File: config.mk
export PLATFORM = sky130hd
export DESIGN_NAME = ipi_top
export DESIGN_NICKNAME = d
export VERILOG_FILES = /design/src/logic/ipi_pkg.sv /design/src/logic/ipi_line_det.sv /design/src/logic/ipi_top.sv
export VERILOG_INCLUDE_DIRS = /design/src /design/src/logic
export SDC_FILE = /design/constraint.sdc
export NUM_CORES = 1
export LEC_CHECK = 0
export BUFFER_PORTS_ARGS = -buffer_cell sky130_fd_sc_hd__clkbuf_2
export CORE_UTILIZATION = 30
export DETAILED_ROUTE_END_ITERATION = 16
export PLACE_DENSITY_LB_ADDON = 0.25
export SETUP_SLACK_MARGIN = 0.02
export SLEW_MARGIN = 20
export SYNTH_ARGS = -nofsm -noshare
export SYNTH_HDL_FRONTEND = slang
export SYNTH_SLANG_ARGS = --single-unit
File: constraint.sdc
create_clock -name CLK_SYS -period 10.5 [get_ports CLK_SYS]
set_input_delay 2.1 -clock CLK_SYS [delete_from_list [all_inputs] [get_ports CLK_SYS]]
set_output_delay 2.1 -clock CLK_SYS [all_outputs]
set_load 0.1 [all_outputs]
File: src/logic/ipi_consts.svh
`ifndef IPI_CONSTS_SVH
`define IPI_CONSTS_SVH

// system clock divided down to the bus cycle rate
`define IPI_BUS_DIV        8'h02
// bus cycles of inactive then active level, synchronous system
`define IPI_SYNC_BUS_CYC   2'h1
// bus cycles of inactive then active level, asynchronous system
`define IPI_ASYNC_BUS_CYC  2'h2
// length of the internal self-test in system clocks
`define IPI_STEST_CYC      16'h0400
// number of memory words covered by the power-up checksum
`define IPI_CHK_WORDS      4'h8
// checksum value that passes
`define IPI_CHK_GOOD       32'h0000_0000
// interrupt lines are active low
`define IPI_IRQ_ACTIVE     1'b0

`endif

File: src/logic/ipi_pkg.sv
package ipi_pkg;

	// initialization sequence
	typedef enum logic [2:0] {
		ST_TEST,
		ST_READ,
		ST_WAIT,
		ST_CHECK,
		ST_RUN,
		ST_FAIL
	} ipi_init_state_type;

	// pin function selects from the interrupt control settings
	typedef struct packed {
		logic a_is_msg;
		logic c_is_ext;
		logic d_is_ack;
		logic async_sys;
	} ipi_irq_mode_type;

	// memory read request toward the bus unit
	typedef struct packed {
		logic       req;
		logic [2:0] idx;
	} ipi_mem_rd_type;

	// open-drain pin drive
	typedef struct packed {
		logic o;
		logic oe;
	} ipi_od_pin_type;

	// requests raised by the interrupt lines
	typedef struct packed {
		logic [3:0] irq;
		logic       msg;
		logic       ext;
	} ipi_req_type;

	// state of one line detector
	typedef struct packed {
		logic       sync1;
		logic       sync2;
		logic       armed;
		logic [1:0] cnt;
		logic       req;
	} ipi_det_state_type;

	// whole state of the top
	typedef struct packed {
		ipi_init_state_type st;
		logic [15:0]        tcnt;
		logic [3:0]         words;
		logic [31:0]        sum;
		ipi_mem_rd_type     rd;
		logic               err;
		logic               ack;
		logic               ack_busy;
		logic [7:0]         div;
		logic               tick;
		ipi_req_type        req;
	} ipi_top_state_type;

endpackage : ipi_pkg

File: src/logic/ipi_line_det.sv
`timescale 1ns/10ps
`include "ipi_consts.svh"

// one interrupt line: synchroniser and inactive-then-active detector
module ipi_line_det (
	// clock and reset
	input  wire logic clk,
	input  wire logic rst,
	// control
	input  wire logic en,
	input  wire logic tick,
	input  wire logic [1:0] need,
	// line and request
	input  wire logic pin,
	output logic      req
);

	ipi_pkg::ipi_det_state_type s_q;
	ipi_pkg::ipi_det_state_type s_d;
	logic                       act;

	// only the second stage is looked at
	assign act = (s_q.sync2 == `IPI_IRQ_ACTIVE);
	assign req = s_q.req;

	// count inactive samples, then active samples, per bus cycle
	always_comb begin
		s_d = s_q;
		s_d.sync1 = pin;
		s_d.sync2 = s_q.sync1;
		s_d.req = 1'b0;
		if (!en) begin
			s_d.armed = 1'b0;
			s_d.cnt = 2'h0;
		end else if (tick) begin
			if (!s_q.armed) begin
				if (act) begin
					s_d.cnt = 2'h0;
				end else if (s_q.cnt + 2'h1 >= need) begin
					s_d.armed = 1'b1;
					s_d.cnt = 2'h0;
				end else begin
					s_d.cnt = s_q.cnt + 2'h1;
				end
			end else begin
				if (!act) begin
					s_d.cnt = 2'h0; // still armed, restart active count
				end else if (s_q.cnt + 2'h1 >= need) begin
					s_d.req = 1'b1;
					s_d.armed = 1'b0;
					s_d.cnt = 2'h0;
				end else begin
					s_d.cnt = s_q.cnt + 2'h1;
				end
			end
		end
	end

	// state register
	always_ff @(posedge clk or posedge rst) begin
		if (rst) begin
			s_q <= '{sync1: 1'b1, sync2: 1'b1, armed: 1'b0,
				cnt: 2'h0, req: 1'b0};
		end else begin
			s_q <= s_d;
		end
	end

endmodule : ipi_line_det

File: src/logic/ipi_top.sv
// Overview of operation
// - After reset the init error flag is driven active during the self-test.
// - A passing self-test releases the init error flag.
// - After a passing self-test the first eight memory words are read and summed.
// - A nonzero sum drives the flag active again until the next reset.
// - A zero sum lets initialization go on with the flag inactive.
// - A control setting makes line a a message request or an interrupt.
// - A control setting makes line c a direct interrupt or an external request.
// - In acknowledge mode line d is an open-drain acknowledge output.
// - The acknowledge output is latched and stable through data-state cycles.
`timescale 1ns/10ps
`include "ipi_consts.svh"

module ipi_top #(
	parameter logic [15:0] STEST_CYCLES = `IPI_STEST_CYC,
	parameter logic [7:0]  BUS_DIV      = `IPI_BUS_DIV
) (
	// clock and reset
	input  wire logic                  CLK_SYS,
	input  wire logic                  RST,
	// pin function selects
	input  wire ipi_pkg::ipi_irq_mode_type MODE,
	// self-test result from the core
	input  wire logic                  STEST_PASS,
	// memory read port for the checksum
	output ipi_pkg::ipi_mem_rd_type    MEM_RD,
	input  wire logic                  MEM_RD_VALID,
	input  wire logic [31:0]           MEM_RD_DATA,
	// init status
	output ipi_pkg::ipi_od_pin_type    INIT_ERROR_FLAG,
	output logic                       INIT_DONE,
	// interrupt lines
	input  wire logic                  AGENT_MSG_OR_IRQ_A,
	input  wire logic                  IRQ_LINE_B,
	input  wire logic                  IRQ_C_OR_EXT_REQUEST,
	input  wire logic                  IRQ_D_OR_ACK_IN,
	output ipi_pkg::ipi_od_pin_type    IRQ_D_OR_ACK_OUT,
	// acknowledge transaction control
	input  wire logic                  ACK_START,
	input  wire logic                  ACK_LEVEL,
	input  wire logic                  ACK_DATA_STATE,
	input  wire logic                  ACK_END,
	// requests
	output ipi_pkg::ipi_req_type       REQ
);

	ipi_pkg::ipi_top_state_type s_q;
	ipi_pkg::ipi_top_state_type s_d;
	logic [3:0]                 line_pin;
	logic [3:0]                 line_en;
	logic [3:0]                 line_req;
	logic [1:0]                 need;
	logic                       ack_take;
	logic                       ack_release;
	logic                       rd_done;

	// required bus cycles per phase
	always_comb begin
		if (MODE.async_sys) begin
			need = `IPI_ASYNC_BUS_CYC;
		end else begin
			need = `IPI_SYNC_BUS_CYC;
		end
	end

	// pin of each line detector
	assign line_pin[0] = AGENT_MSG_OR_IRQ_A;
	assign line_pin[1] = IRQ_LINE_B;
	assign line_pin[2] = IRQ_C_OR_EXT_REQUEST;
	assign line_pin[3] = IRQ_D_OR_ACK_IN;

	// line d detector is off while the pin serves as acknowledge
	assign line_en[0] = 1'b1;
	assign line_en[1] = 1'b1;
	assign line_en[2] = 1'b1;
	assign line_en[3] = !MODE.d_is_ack;

	// acknowledge start and release, read answer only while asked for
	assign ack_take = MODE.d_is_ack && ACK_START && !s_q.ack_busy;
	assign ack_release = ACK_END && !ACK_DATA_STATE;
	assign rd_done = MEM_RD_VALID && s_q.rd.req;

	// one detector per interrupt line
	for (genvar i = 0; i < 4; i++) begin : g_line
		ipi_line_det u_det (
			.clk  (CLK_SYS),
			.rst  (RST),
			.en   (line_en[i]),
			.tick (s_q.tick),
			.need (need),
			.pin  (line_pin[i]),
			.req  (line_req[i])
		);
	end

	// registered outputs
	assign MEM_RD = s_q.rd;
	assign INIT_DONE = (s_q.st == ipi_pkg::ST_RUN);
	assign REQ = s_q.req;

	// open-drain pins, only ever pulled low
	assign INIT_ERROR_FLAG.o = 1'b0;
	assign INIT_ERROR_FLAG.oe = s_q.err;
	assign IRQ_D_OR_ACK_OUT.o = 1'b0;
	assign IRQ_D_OR_ACK_OUT.oe = MODE.d_is_ack && s_q.ack;

	// next state
	always_comb begin
		s_d = s_q;

		// bus cycle enable divider
		s_d.tick = 1'b0;
		if (s_q.div + 8'h01 >= BUS_DIV) begin
			s_d.div = 8'h00;
			s_d.tick = 1'b1;
		end else begin
			s_d.div = s_q.div + 8'h01;
		end

		// route detector pulses by pin function
		s_d.req.msg = line_req[0] && MODE.a_is_msg;
		s_d.req.irq[0] = line_req[0] && !MODE.a_is_msg;
		s_d.req.irq[1] = line_req[1];
		s_d.req.ext = line_req[2] && MODE.c_is_ext;
		s_d.req.irq[2] = line_req[2] && !MODE.c_is_ext;
		s_d.req.irq[3] = line_req[3];

		// acknowledge latch, held through data states
		if (!MODE.d_is_ack) begin
			s_d.ack = 1'b0;
			s_d.ack_busy = 1'b0;
		end else if (ack_take) begin
			s_d.ack = (ACK_LEVEL == 1'b0);
			s_d.ack_busy = 1'b1;
		end else if (ack_release) begin
			s_d.ack = 1'b0;
			s_d.ack_busy = 1'b0;
		end

		// initialization sequence
		case (s_q.st)
			ipi_pkg::ST_TEST: begin
				s_d.err = 1'b1;
				if (s_q.tcnt + 16'h0001 >= STEST_CYCLES) begin
					if (STEST_PASS) begin
						s_d.err = 1'b0;
						s_d.st = ipi_pkg::ST_READ;
					end else begin
						s_d.st = ipi_pkg::ST_FAIL;
					end
				end else begin
					s_d.tcnt = s_q.tcnt + 16'h0001;
				end
			end

			ipi_pkg::ST_READ: begin
				s_d.rd.req = 1'b1;
				s_d.rd.idx = s_q.words[2:0];
				s_d.st = ipi_pkg::ST_WAIT;
			end

			ipi_pkg::ST_WAIT: begin
				if (rd_done) begin
					s_d.rd.req = 1'b0;
					s_d.sum = s_q.sum + MEM_RD_DATA;
					s_d.words = s_q.words + 4'h1;
					if (s_q.words + 4'h1 >= `IPI_CHK_WORDS) begin
						s_d.st = ipi_pkg::ST_CHECK;
					end else begin
						s_d.st = ipi_pkg::ST_READ;
					end
				end
			end

			ipi_pkg::ST_CHECK: begin
				if (s_q.sum == `IPI_CHK_GOOD) begin
					s_d.st = ipi_pkg::ST_RUN;
				end else begin
					s_d.err = 1'b1;
					s_d.st = ipi_pkg::ST_FAIL;
				end
			end

			ipi_pkg::ST_RUN: begin
				s_d.err = 1'b0;
			end

			ipi_pkg::ST_FAIL: begin
				s_d.err = 1'b1;
			end

			default: begin
				s_d.st = ipi_pkg::ST_FAIL;
			end
		endcase
	end

	// reset image, error flag active straight from reset
	localparam ipi_pkg::ipi_top_state_type rst_image = '{
		st:       ipi_pkg::ST_TEST,
		tcnt:     16'h0000,
		words:    4'h0,
		sum:      32'h0000_0000,
		rd:       '{req: 1'b0, idx: 3'h0},
		err:      1'b1,
		ack:      1'b0,
		ack_busy: 1'b0,
		div:      8'h00,
		tick:     1'b0,
		req:      '{irq: 4'h0, msg: 1'b0, ext: 1'b0}
	};

	// state register
	always_ff @(posedge CLK_SYS or posedge RST) begin
		if (RST) begin
			s_q <= rst_image;
		end else begin
			s_q <= s_d;
		end
	end

endmodule : ipi_top

=== After elaboration in Yosys (flattened, before gate mapping) ===
Index checks and enable logic that the tools add are counted.

* Bits in registers: 101
* Input bits: 48
* Output and inout port bits: 15
* Word-level logic and storage cells: 149

* Add/sub/neg operators: 8
* $lt $le $gt $ge: 7
* Eq/ne operators: 9
* Muxes and demuxes: 64
* Bitwise operators: 3
* Reductions and logical operators: 24

{| class="wikitable"
|+ Operators with widths
! kind !! count
|-
| 2-to-1 mux 1 bit || 34
|-
| 2-to-1 mux 2 bit || 17
|-
| adder 32 bit || 1
|-
| logical NOT 32 bit || 1
|-
| 2-to-1 mux 3 bit || 8
|-
| adder 16 x 1 -> 16 bit, second input constant || 1
|-
| >= comparator 16 x 11 -> 1 bit, second input constant || 1
|-
| case mux 3 bit (5 select lines) || 1
|-
| logical AND 1 bit || 9
|-
| adder 2 x 1 -> 2 bit, second input constant || 4
|-
| adder 8 x 1 -> 8 bit, second input constant || 1
|-
| >= comparator 2 bit || 4
|-
| >= comparator 8 x 2 -> 1 bit, second input constant || 1
|-
| 2-to-1 mux 8 bit || 1
|-
| AND reduction 2 bit || 4
|-
| equality test 3 x 2 -> 1 bit, second input constant || 2
|-
| equality test 3 bit, second input constant || 2
|-
| inequality test 2 bit, second input constant || 3
|-
| adder 4 x 1 -> 4 bit, second input constant || 1
|-
| >= comparator 4 bit, second input constant || 1
|-
| logical NOT 1 bit || 4
|-
| 2-to-1 mux 4 bit || 1
|-
| case mux 1 bit (4 select lines) || 1
|-
| nonzero test 2 bit || 2
|-
| 8 further kinds || 10
|}

=== Logic depth before layout (Yosys ltp) ===
* Word-level depth: 7
* Gate-level depth with buffers: 11
* Gate-level depth less buffers: 11

=== By module ===
Synthesis repeated with hierarchy kept, for this count alone.

* Cell total of the unflattened synthesis: 656
* Area total of the unflattened synthesis: 6182.2 um^2

{| class="wikitable"
|+ By module, submodules not included
! module !! times used !! cells an instance !! area each (um^2) !! seq. area each (um^2)
|-
| ipi_top || 1 || 540 || 4895.9 || 1928.1
|-
| ipi_line_det || 4 || 29 || 321.6 || 152.6
|}

=== Worst setup path before layout ===
No wires, ideal clock.

* Path kind: input-to-output
* From: in MODE[1] in the netlist's numbering
* To: out IRQ_D_OR_ACK_OUT[0] in the netlist's numbering
* Arrival: 2.834 ns
* Data required time: 8.400 ns
* Setup slack: 5.566 ns
* Stages on the path: 1
* Buffers on the path: 0
* Path through: and2_1

* Longest elaborated chain between the ends: 1

{| class="wikitable"
|+ RTL lines
! item !! RTL line !! RTL
|-
| from (decl) || ipi_top.sv:22 || <nowiki>input wire ipi_pkg::ipi_irq_mode_type MODE,</nowiki>
|-
| logical AND 1 bit || ipi_top.sv:105 || <nowiki>assign IRQ_D_OR_ACK_OUT.oe = MODE.d_is_ack && s_q.ack;</nowiki>
|-
| to (decl) || ipi_top.sv:37 || <nowiki>output ipi_pkg::ipi_od_pin_type IRQ_D_OR_ACK_OUT,</nowiki>
|}

Every way passes these cells.

==> flow_metrics.py <==
metrics = {
    "outcome": {
        "status": "completed",
    },
    "critical_path": {
        "required_ns": 8.40,
        "crit_path_end_kind": "output pin",
        "path_max_fanout": 7,
        "worstPathArrival_ns": 2.84,
        "path_class": "input pin to output pin",
        "startpoint_type": "input pin",
    },
    "yosys": {
        "synth_seq_area_share": 0.422,
        "synth-edff-count": 0,
        "synthCells": 609,
        "syn_area_um2": 6010,
        "async_flop_share": 1.00,
        "ys_ff_latch": 101,
        "syn_avg_cell_area_um2": 9.87,
        "synth_ff_type": "dfrtp_1",
        "synth_cell_types": 69,
        "yosysWarnings": 0,
    },
    "detailed_routing": {
        "dr.pass1.iters": 5,
        "drtAntennaViolNets": 0,
        "wl_mm": 13.3,
        "viasPerCell": 4.95,
        "routedWlPerCell_um": 14.3,
        "drcViolationCount": 0,
        "drt_iter0_drc": 270,
        "num_vias": 4580,
    },
    "power_and_ir_drop": {
        "p_sw_mw": 0.286,
        "irDropWorstVdd_uv": 81.7,
        "p_leak_nw": 3.27,
        "pwr-share-clk": 0.389,
        "power.internal_mw": 0.692,
        "combPwrFrac": 0.168,
        "seq_power_share": 0.443,
        "swShare": 0.293,
        "p_per_area_nw_per_um2": 143,
    },
    "clocking": {
        "postCtsSetupRepairBufs": 0,
        "cts_sinks": 101,
        "clk_pin_slew_ns": 0.08,
        "numCtsBuffers": 9,
        "cts-root-buf": "clkbuf_16",
        "hold_buffers": 0,
        "ctsResizeCount": 0,
        "cts_tree": "built",
        "cts_max_level": 3,
        "clk_latency_ns": 0.35,
        "cts_max_path_buffers": 2,
    },
    "run": {
        "cap_viol_max_count": 0,
    },
    "grt": {
        "grt_antenna_before_repair": 0,
        "grt_pass1_wl_mm": 22.4,
        "overflow": 0,
        "first_global_vias": 4607,
        "grtUsageTotal": 0.138,
        "grt_max_degree": 71,
    },
    "timing": {
        "final_max_slew_viol_count": 0,
        "max-slew-margin-rel": 0.372,
        "min_period_ns": 4.94,
        "skew_ns": 0.00710,
        "worstMarginPinSlew_ns": 0.942,
        "finalSetupTns_ns": 0,
        "hold_viol_final": 0,
        "rsz0062_at_grt": "no",
        "max_clock_freq_mhz": 203,
        "period_share": 0.470,
        "fin_ws_ns": 5.56,
        "setup_viol": 0,
        "hold_ws_ns": 0.356,
    },
    "finish": {
        "multi_input_area_um2": 3270,
        "syn_to_final_growth_pct": 13.9,
        "final_cells": 926,
        "nFillCells": 1997,
        "layout_common_cells": "dfrtp_1 (92), nand2_1 (66), clkbuf_2 (60)",
        "drive_gt1_frac": 0.180,
        "final_common_cell": "dfrtp_1",
        "diodes": 0,
        "fin_util": 0.351,
        "seqCellArea_um2": 2540,
        "num-nets-final": 748,
    },
    "floorplanning": {
        "initial_core_util": 0.308,
        "die_area_um2": 20600,
        "fp.dieW_um": 144,
        "coreArea_um2": 19500,
        "io_pins": 63,
        "rows": 51,
        "dieHeight_um": 144,
    },
    "hold_path": {
        "hold_path.class": "flip-flop to flip-flop",
    },
    "placement": {
        "portBuffers": 60,
        "hpwlAfterDp_mm": 9.70,
        "gp_congestion": 0.867,
        "preCtsSetupSlack_ns": 5.56,
        "dp.cells": 910,
    },
}
## flip-flops by register name, summed over array words and instances (netlist names), named ones only
name / count
g_line.u_det.s_d: 4
g_line.u_det.req: 4
MEM_RD: 4
INIT_ERROR_FLAG: 1
s_q: 66
REQ: 6
g_line.u_det.s_q: 13
## metrics by stage
| stage | total power [mW] | instance area, µm² |
|---|---|---|
| 6_report | 0.979 | 6850 |
| 4_1_cts | 0.998 | 6850 |
| 2_1_floorplan | 0.573 | 6040 |
| 3_3_place_gp | 0.597 | 6510 |
| 3_5_place_dp | 0.608 | 6510 |
| 5_1_grt | 1.03 | 6850 |
## layout make-up
cell class	instances	share of cell area
sequential	101	0.371
clock buffer	9	0.0329
timing repair buffer	62	0.0460
tap	265	0.0484
multi-input combinational	468	0.478
inverter	14	0.00804
clock inverter	7	0.0163
## worst max-delay path, stage by stage
cell and delay [ns]:
clkbuf_2 0.15, and2_1 0.14, clkbuf_2 0.44
## logic make-up (layout without fill, tap and decap cells)
logic type      Yosys count  in the layout  share of synthesized area
mux                      12             12                     0.0221
flops                   101            101                      0.422
simple gates            196            196                      0.175
fa+ha+maj                44             44                     0.0928
other cells               1              9                   0.000624
xor+xnor                 50             50                     0.0728
buf+inv                  48             92                     0.0389
compound gates          157            157                      0.175
## synthesized netlist by cell type, types with 9 or more instances
master | number | area (µm²)
a21o_1 | 19 | 143
a21oi_1 | 32 | 160
a31oi_1 | 13 | 81.3
and2_1 | 13 | 81.3
buf_4 | 13 | 97.6
clkbuf_1 | 17 | 63.8
dfrtp_1 | 92 | 2300
dfstp_2 | 9 | 236
ha_1 | 43 | 538
inv_1 | 14 | 52.6
mux2_2 | 9 | 101
nand2_1 | 66 | 248
nand2b_1 | 11 | 68.8
nand3_1 | 15 | 75.1
nand4_1 | 13 | 81.3
nor2_1 | 27 | 101
o21ai_0 | 43 | 215
xnor2_1 | 23 | 201
xor2_1 | 27 | 236
## path summary, 6_finish.rpt
| path | start | to | slack [ns] | cells past startpoint |
|---|---|---|---|---|
| max | MODE[1] | IRQ_D_OR_ACK_OUT[0] | 5.56 | 3 |
| min | g_line[1].u_det.s_d[4] | g_line[1].u_det.s_q[4] | 0.36 | 0 |
| max reg2reg | s_q[22] | s_q[50] | 7.61 | 11 |
| min reg2reg | g_line[1].u_det.s_d[4] | g_line[1].u_det.s_q[4] | 0.36 | 0 |
| max in group asynchronous | RST | s_q[61] | 7.49 | 3 |
| min in group asynchronous | RST | s_q[71] | 1.72 | 2 |
## power by group through the flow
| stage | clock network [mW] | logic [mW] | registers [mW] |
|---|---|---|---|
| floorplan | 0 | 0.137 | 0.437 |
| global placement | 0 | 0.159 | 0.439 |
| detailed placement | 0 | 0.166 | 0.441 |
| CTS | 0.398 | 0.167 | 0.433 |
| global route | 0.410 | 0.183 | 0.438 |
| finish | 0.381 | 0.164 | 0.433 |
## layer usage
| layer | up-vias | share of wire | global-route usage |
|---|---|---|---|
| li1 | 2263 | - | - |
| met1 | 2188 | 0.47 | 0.180 |
| met2 | 117 | 0.47 | 0.227 |
| met3 | 12 | 0.050 | 0.0290 |
| met4 | 0 | 0.0087 | 0.0465 |
| met5 | - | 0 | 0 |
Power figures use the tool's default switching activity.
